--- config.mk ---
export PLATFORM = sky130hd
export DESIGN_NAME = dsw_receiver
export DESIGN_NICKNAME = d
export VERILOG_FILES = /design/src/inc/dsw_pkg.sv /design/src/dsw_sync.sv /design/src/dsw_receiver.sv
export SDC_FILE = /design/constraint.sdc
export NUM_CORES = 1
export LEC_CHECK = 0
export ABC_AREA = 0
export BUFFER_PORTS_ARGS = -buffer_cell sky130_fd_sc_hd__buf_2
export CAP_MARGIN = 5
export CORE_MARGIN = 2
export CORE_UTILIZATION = 46
export DETAILED_ROUTE_END_ITERATION = 16
export PLACE_DENSITY = 0.77
export SYNTH_ARGS = -nofsm -noshare
export SYNTH_HDL_FRONTEND = slang
export SYNTH_SLANG_ARGS = --single-unit
--- constraint.sdc ---
create_clock -name clk -period 4.45 [get_ports clk]
set_input_delay 0.2225 -clock clk [delete_from_list [all_inputs] [get_ports clk]]
set_output_delay 0.2225 -clock clk [all_outputs]
set_load 0.01 [all_outputs]
--- src/inc/dsw_pkg.sv ---
// Package for the serial write frame receiver of a 16-bit converter.
// Assumes a single system clock; the serial pins are asynchronous to it.
package dsw_pkg;

    // ------------------------------------------------------------
    // Frame layout
    // ------------------------------------------------------------
    localparam int unsigned FRAME_BITS = 24;
    localparam int unsigned CODE_BITS = 16;
    localparam int unsigned CODE_LSB = 0;
    localparam int unsigned CTRL_LSB = 16;
    localparam int unsigned CTRL_BITS = 8;
    localparam int unsigned COUNT_BITS = 5;

    // ------------------------------------------------------------
    // Reset values
    // ------------------------------------------------------------
    localparam logic [15:0] CODE_RESET = 16'h0000;
    localparam logic [7:0] CTRL_RESET = 8'h00;
    localparam logic [23:0] SHIFT_RESET = 24'h000000;

    // ------------------------------------------------------------
    // Synchroniser depth
    // ------------------------------------------------------------
    localparam int unsigned SYNC_STAGES = 2;

    // Committed word as seen by the converter core.
    typedef struct packed {
        logic [7:0] ctrl;
        logic [15:0] code;
    } dsw_word_type;

    // Synchronised serial pins.
    typedef struct packed {
        logic frame_n;
        logic sclk;
        logic sdata;
    } dsw_pins_type;

    typedef enum logic [1:0] {
        DSW_IDLE,
        DSW_SHIFT,
        DSW_DONE
    } dsw_state_type;

endpackage

--- src/dsw_sync.sv ---
// Two-stage synchroniser for one asynchronous level input.
// Assumes the input is a pin unrelated to clk.
`timescale 1ns/1ps
module dsw_sync #(
    parameter logic RESET_LEVEL = 1'b0
) (
    input wire logic clk,
    input wire logic rst_n,
    input wire logic async_in,
    output logic sync_out
);

    logic meta_q;

    // The first stage feeds only the second stage, never other logic.
    always_ff @(posedge clk) begin
        if (!rst_n) begin
            meta_q <= RESET_LEVEL;
            sync_out <= RESET_LEVEL;
        end else begin
            meta_q <= async_in;
            sync_out <= meta_q;
        end
    end

endmodule

--- src/dsw_receiver.sv ---
// Serial write frame receiver: 24-bit frames, commit on the 24th bit.
// Assumes the serial clock is well below clk/4 so every edge is seen.
`timescale 1ns/1ps

// What this block does
// Frame select is active low; bits accepted only while it is low.
// Data sampled into a 24-bit shift register on serial clock falls.
// After the 24th falling edge the word loads the conversion register.
// Frame select rising before the 24th edge discards the partial frame.
// Conversion code is unsigned straight binary, 0 to 65535.
// Host sends MSB first and raises frame select between frames.
module dsw_receiver (
    input wire logic clk,
    input wire logic rst_n,
    input wire logic frame_sel_n,
    input wire logic sclk,
    input wire logic sdata,
    output logic [15:0] analog_output,
    output logic [7:0] ctrl_word,
    output logic update_pulse,
    output logic abort_pulse,
    output logic busy
);

    // ------------------------------------------------------------
    // Pin synchronisers
    // ------------------------------------------------------------
    // Every pin passes two flip-flops before use. A serial clock phase
    // shorter than one cycle of clk can slip between samples, so the
    // host must keep each high and low phase at least that long.
    dsw_pkg::dsw_pins_type pins;
    logic frame_sync;
    logic sclk_sync;
    logic data_sync;

    // Select resets to its idle high level so no false fall follows reset.
    dsw_sync #(.RESET_LEVEL(1'b1)) u_sync_frame (
        .clk(clk),
        .rst_n(rst_n),
        .async_in(frame_sel_n),
        .sync_out(frame_sync)
    );

    // Clock and data pass the same depth, so their skew is unchanged.
    dsw_sync #(.RESET_LEVEL(1'b0)) u_sync_sclk (
        .clk(clk),
        .rst_n(rst_n),
        .async_in(sclk),
        .sync_out(sclk_sync)
    );

    dsw_sync #(.RESET_LEVEL(1'b0)) u_sync_data (
        .clk(clk),
        .rst_n(rst_n),
        .async_in(sdata),
        .sync_out(data_sync)
    );

    // A single driver for the whole carrier keeps every bit one-sourced.
    assign pins = '{
        frame_n: frame_sync,
        sclk: sclk_sync,
        sdata: data_sync
    };

    // ------------------------------------------------------------
    // Edge detection
    // ------------------------------------------------------------
    logic sclk_prev_q;
    logic frame_prev_q;
    logic sclk_fall;
    logic frame_fall;
    logic frame_rise;

    // Edges come from synchronised copies only, never the raw pins.
    always_ff @(posedge clk) begin
        if (!rst_n) begin
            sclk_prev_q <= 1'b0;
        end else begin
            sclk_prev_q <= pins.sclk;
        end
    end

    // The select history resets high, matching the idle level of its pin.
    always_ff @(posedge clk) begin
        if (!rst_n) begin
            frame_prev_q <= 1'b1;
        end else begin
            frame_prev_q <= pins.frame_n;
        end
    end

    // Data and clock share synchroniser depth, so data still holds here.
    assign sclk_fall = sclk_prev_q && !pins.sclk;
    assign frame_fall = frame_prev_q && !pins.frame_n;
    assign frame_rise = !frame_prev_q && pins.frame_n;

    // ------------------------------------------------------------
    // Frame state machine
    // ------------------------------------------------------------
    dsw_pkg::dsw_state_type state_q;
    logic [dsw_pkg::COUNT_BITS-1:0] count_q;
    logic [dsw_pkg::FRAME_BITS-1:0] shift_q;
    logic last_bit;
    logic frame_open;
    logic [dsw_pkg::FRAME_BITS-1:0] frame_word;

    // The 24th fall is the one seen while the count stands at 23.
    assign last_bit = sclk_fall &&
        (count_q == 5'(dsw_pkg::FRAME_BITS - 1));

    // Bits are taken only in SHIFT and only while select is still low.
    assign frame_open = state_q == dsw_pkg::DSW_SHIFT && !pins.frame_n;

    // The full word is the bits already held plus the bit on the line.
    assign frame_word = {shift_q[dsw_pkg::FRAME_BITS-2:0], pins.sdata};

    // A frame opens on the falling select; edges before it are ignored.
    always_ff @(posedge clk) begin
        if (!rst_n) begin
            state_q <= dsw_pkg::DSW_IDLE;
        end else begin
            case (state_q)
                dsw_pkg::DSW_IDLE: begin
                    // Clock falls seen before the frame opens are dropped.
                    if (frame_fall) begin
                        state_q <= dsw_pkg::DSW_SHIFT;
                    end
                end
                dsw_pkg::DSW_SHIFT: begin
                    if (pins.frame_n) begin
                        state_q <= dsw_pkg::DSW_IDLE;
                    end else if (last_bit) begin
                        state_q <= dsw_pkg::DSW_DONE;
                    end
                end
                dsw_pkg::DSW_DONE: begin
                    // Extra clocks are ignored until select rises.
                    if (pins.frame_n) begin
                        state_q <= dsw_pkg::DSW_IDLE;
                    end
                end
                default: begin
                    state_q <= dsw_pkg::DSW_IDLE;
                end
            endcase
        end
    end

    // Bit counter restarts at every frame so each frame starts empty.
    always_ff @(posedge clk) begin
        if (!rst_n) begin
            count_q <= '0;
        end else if (state_q != dsw_pkg::DSW_SHIFT) begin
            count_q <= '0;
        end else if (frame_open && sclk_fall) begin
            count_q <= count_q + 5'h1;
        end
    end

    // Shift register, MSB first, sampled only inside an open frame.
    always_ff @(posedge clk) begin
        if (!rst_n) begin
            shift_q <= dsw_pkg::SHIFT_RESET;
        end else if (frame_open && sclk_fall) begin
            shift_q <= frame_word;
        end
    end

    // ------------------------------------------------------------
    // Conversion register
    // ------------------------------------------------------------
    dsw_pkg::dsw_word_type word_q;
    logic commit;

    // Abort has priority: select high in the same cycle blocks the load.
    assign commit = frame_open && last_bit;

    // Low 16 bits are the straight binary code, zero after reset.
    always_ff @(posedge clk) begin
        if (!rst_n) begin
            word_q.code <= dsw_pkg::CODE_RESET;
            word_q.ctrl <= dsw_pkg::CTRL_RESET;
        end else if (commit) begin
            word_q.code <= frame_word[dsw_pkg::CODE_LSB +:
                                      dsw_pkg::CODE_BITS];
            word_q.ctrl <= frame_word[dsw_pkg::CTRL_LSB +:
                                      dsw_pkg::CTRL_BITS];
        end
    end

    // The update pulse is registered, so it lines up with the new word.
    always_ff @(posedge clk) begin
        if (!rst_n) begin
            update_pulse <= 1'b0;
        end else begin
            update_pulse <= commit;
        end
    end

    // The abort pulse marks a frame cut short; only busy falls with it.
    // A rise in DONE is the normal close of a frame and raises no abort.
    always_ff @(posedge clk) begin
        if (!rst_n) begin
            abort_pulse <= 1'b0;
        end else begin
            abort_pulse <= state_q == dsw_pkg::DSW_SHIFT &&
                frame_rise;
        end
    end

    // ------------------------------------------------------------
    // Outputs
    // ------------------------------------------------------------

    // Both words come straight from flip-flops and move only in the
    // cycle of update_pulse, so the core may sample them at any time.
    assign analog_output = word_q.code;
    assign ctrl_word = word_q.ctrl;

    // Busy spans the open frame only; it drops on the 24th bit or abort.
    assign busy = state_q == dsw_pkg::DSW_SHIFT;

endmodule

## Word level (Yosys, flattened, before mapping)

Cells that the tools add are included.

- $add $sub $neg: 1
- Equality and inequality tests: 7
- Multiplexer cells: 5
- Bitwise gates (word level): 1
- Reductions and logical operators: 14

Operators by type and width:

| operator | number |
|---|---|
| 1-bit logical AND | 8 |
| 2-bit 2-to-1 mux | 4 |
| 2-bit case mux with 3 select lines | 1 |
| 5-bit by 1-bit adder with 5-bit output (second input constant) | 1 |
| 5-bit == test (second input constant) | 1 |
| 2-bit by 1-bit != test with 1-bit output (second input constant) | 2 |
| 1-bit zero test | 3 |
| 3-bit by 1-bit != test with 1-bit output (second input constant) | 1 |
| 3-bit AND reduction | 1 |
| 2-bit by 1-bit == test with 1-bit output (second input constant) | 1 |
| 2-bit == test (second input constant) | 1 |
| 2-bit zero test | 1 |
| 2-bit != test (second input constant) | 1 |
| 2-bit OR reduction | 1 |
| 1-bit NOT | 1 |

- Register bits after elaboration: 64
- Output and inout bits: 27
- Word-level logic and storage cells: 43

## Depth between registers and ports, before layout

- Word-level depth: 6
- Depth in mapped cells: 6

## Cells and area by module

From an unflattened synthesis, not the netlist that was laid out.

- Cells, all modules: 273
- Area, all modules: 2502.4 um^2

By module, submodules not included:

| module | times used | cells an instance | area an instance (um^2) |
|---|---|---|---|
| dsw_receiver | 1 | 261 | 2344.7 |
| dsw_sync | 3 | 4 | 52.6 |

## Least setup slack after synthesis

Ideal clock, no wire load.

- Path kind: reg2reg
- Start point: register count_q[0] (netlist bit)
- End point: register word_q (netlist bit analog_output[0])
- Setup time: 72 ps
- Data arrival time: 1507 ps
- Data required time: 4378 ps
- Path slack: 2871 ps
- Cell stages (with the launch flop): 7
- Buffers on the path: 2
- Period minus slack after synthesis: 1579 ps
- Cells stage by stage: dfxtp_1 ha_1 nand4b_1 nor4b_4 buf_6 buf_12 mux2i_1

- Word-level cells in the longest chain between the ends: 3

Ends and longest elaborated chain:

| what | line | RTL |
|---|---|---|
| start, declared | dsw_receiver.sv:102 | `logic [dsw_pkg::COUNT_BITS-1:0] count_q;` |
| start signal, assigned | dsw_receiver.sv:157 | `count_q <= count_q + 5'h1;` |
| 5-bit == test | dsw_receiver.sv:110 | `(count_q == 5'(dsw_pkg::FRAME_BITS - 1));` |
| 1-bit logical AND | dsw_receiver.sv:109 | `assign last_bit = sclk_fall &&` |
| 1-bit logical AND | dsw_receiver.sv:177 | `assign commit = frame_open && last_bit;` |
| end, declared | dsw_receiver.sv:173 | `dsw_pkg::dsw_word_type word_q;` |

Every way passes these cells.
A chain may end at the register's enable or synchronous reset.

## Worst setup path in the final report

- Start point: register state_q[0]
- End point: register word_q (netlist bit analog_output[6])

- Word-level cells in the longest chain between the ends: 3

Ends and longest elaborated chain:

| what | line | RTL |
|---|---|---|
| start, declared | dsw_receiver.sv:101 | `dsw_pkg::dsw_state_type state_q;` |
| start signal, assigned | dsw_receiver.sv:121 | `state_q <= dsw_pkg::DSW_IDLE;` |
| start signal, assigned | dsw_receiver.sv:127 | `state_q <= dsw_pkg::DSW_SHIFT;` |
| start signal, assigned | dsw_receiver.sv:132 | `state_q <= dsw_pkg::DSW_IDLE;` |
| 2-bit by 1-bit == test with 1-bit output | dsw_receiver.sv:113 | `assign frame_open = state_q == dsw_pkg::DSW_SHIFT && !pins.frame_n;` |
| 1-bit logical AND | dsw_receiver.sv:113 |  |
| 1-bit logical AND | dsw_receiver.sv:177 |  |

Every way passes these cells.

==> flow_summary.toml <==
[status]
status = "completed"

[drt]
wl_per_cell_microns = 12.3
vias = 1862
drtIter0Drc = 109
antenna_violating_nets_post_route = 0
drc_errors = 0
drt_wl_total_microns = 4540
viasPerCell = 5.06
dr.pass1.iters = 4

[clock_tree]
cts.path.max_buffers = 2
postCtsSetupBuffers = 0
cts.sinks = 64
tritoncts = "yes"
cts_buffers = 9
hold_buffers = 0
clk_latency_ns = 0.33
ctsResizeCount = 0
clk_pin_slew_ns = 0.07
htree_levels = 3
cts-root-buf = "clkbuf_8"

[placed_design]
place_hpwl_microns = 2610
gp_congestion = 0.733
place_ws_ns = 2.51
portBuffers = 31

[floorplanning]
core_sq_um = 5200
initial_core_util_pct = 48.4
die_height_microns = 78.0
fp.dieW_microns = 78.0
rows = 26
num_io_pins = 32
die_area_sq_um = 6090

[synth]
avgSynthCellArea_sq_um = 9.30
syn_inst = 271
synth_area_sq_um = 2520
ys_seq_area_share_pct = 50.8
ys_types = 29
synth_nets = 277
ys_seq_elements = 64
ys_warn_count = 0

[critical_path]
max_stage_delay_ns = 0.55
start_kind = "flip-flop"
worstSetupPathType = "reg2reg"
cpMaxStageDelayCell = "or3b_4"
crit_chain = "or3b_4 -> nor4b_4 -> buf_4 -> mux2i_1"
crit_fanout = 32
cp.arrival_ns = 2.19
cp.required_ns = 4.71
end_kind = "flip-flop"

[sta]
relSlewSlack_pct = 43.9
rsz0062_at_grt = "false"
setup_viol = 0
finalClockSkew_ns = 0.00566
period_needed_ns = 1.93
setup_tns_ns = 0
setup_ws_ns = 2.52
max_freq_mhz = 518
worst_slew_pin_slew_ns = 0.842
slew_viol_final = 0
finalHoldViolations = 0
min_period_over_period_pct = 43.3

[grt]
grt_pass1_vias = 1697
grt_use_total_pct = 16.5
grt_max_degree = 82
grt_overflow = 0
grt_pass1_wl_microns = 7850
antenna_found_initial = 0

[cells_and_area]
drive_gt1_share_pct = 17.8
finalNetCount = 300
n_antenna_cell = 0
final_common_cell = "dfxtp_1"
area_delta_synth_final_pct = 15.2
layout_common_cells = "dfxtp_1, nand2_1, buf_2"

[power_and_ir_drop]
p_leak_nw = 1.01
power_density_nw_per_um2 = 406
ir_worst_vdd_mv = 0.201

[job]
maxCapViolations = 0

[hold_path]
hp-class = "in2reg"
state kept, by name, summed over array words and instances (netlist names):
signal,cells
u_sync_frame.sync_out,1
u_sync_frame.meta_q,1
analog_output,16
ctrl_word,8
update_pulse,1
u_sync_data.meta_q,1
u_sync_sclk.meta_q,1
shift_q,23
count_q,5
u_sync_data.sync_out,1
state_q,2
sclk_prev_q,1
frame_prev_q,1
abort_pulse,1
u_sync_sclk.sync_out,1
Yosys cell counts:
cell type   n  area share, %
dfxtp_1    64             51
nand2_1    49            7.3
nand3_1    25            5.0
o21ai_0    25            5.0
mux2i_1    24            9.5
a21boi_0   23            6.8
clkbuf_1   19            2.8
and2_1      6            1.5
a21oi_1     5           0.99
nand2b_1    5            1.2
nor2_1      3           0.45
buf_12      2            1.6
nor2b_1     2           0.50
o31ai_1     2           0.60
or3_1       2           0.50
or4_1       2           0.60
a31oi_1     1           0.25
buf_6       1           0.45
clkbuf_2    1           0.20
ha_1        1           0.50
inv_1       1           0.15
nand3b_1    1           0.30
nand4b_1    1           0.35
nor3_1      1           0.20
nor3b_1     1           0.30
nor3b_2     1           0.50
nor4_1      1           0.25
nor4b_4     1           0.94
or3b_4      1           0.45
area by class of cell:
cell class | count | area (sq um)
flip-flops and latches | 64 | 1280
multi-input cells | 183 | 1110
clock inverters | 2 | 60.1
inverters | 1 | 3.75
fillers | 495 | 2300
well taps | 70 | 87.6
clock buffers | 13 | 179
repair buffers | 35 | 185
routing by layer:
metal	wire length, microns	vias to the layer above	GRT usage [%]
met5	0	-	0
met4	83	0	7.19
met1	2350	840	21.2
met2	1870	45	24.4
li1	-	971	-
met3	230	6	6.67
where the power goes:
part	internal (W)	total, W	switching [W]
clock network	0.000374	0.000579	0.000205
logic	0.00000736	0.0000225	0.0000152
registers	0.000576	0.000578	0.00000181
critical path, delay by kind of cell, from the launching register on:
kind	cells	cell delay, ns
and+or+nand+nor	2	0.80
DFF	1	0.40
buffers and inverters	1	0.40
muxes	1	0.23
kinds of logic (layout without fill, tap and decap cells):
logic type               Yosys count  count (layout)  synth area share (%)
buffers and inverters             24              51                  5.21
AND/OR/NAND/NOR                  102             102                  20.3
AO/OA/AOI/OAI                     56              56                  13.6
flip-flops                        64              64                  50.8
multiplexers                      24              24                  9.53
adder cells (fa/ha/maj)            1               1                 0.496
per-stage QoR:
step / total power, W / cells / instance area [sq um] / hold slack [ns] / util [%]
final: 0.00118 / 368 / 2910 / 0.0632 / 55.8
after global routing: 0.00123 / 368 / 2910 / 0.0646 / 55.8
after CTS: 0.00120 / 368 / 2910 / 0.0409 / 55.8
after detailed placement: 0.000613 / 353 / 2670 / 0.397 / 51.2
after global placement: 0.000613 / 353 / 2670 / 0.393 / 51.2
after floorplan: 0.000608 / 271 / 2520 / 0.324 / -
worst paths after layout:
check / slack [ns] / cells past startpoint / end / from
hold reg to reg: 0.41 / 1 / u_sync_frame.sync_out / u_sync_frame.meta_q
setup / recovery: 2.52 / 4 / analog_output[6] / state_q[0]
setup reg to reg: 2.52 / 4 / analog_output[6] / state_q[0]
hold / removal: 0.06 / 2 / u_sync_frame.meta_q / frame_sel_n
Note: power is estimated with default switching activity, not from simulation.
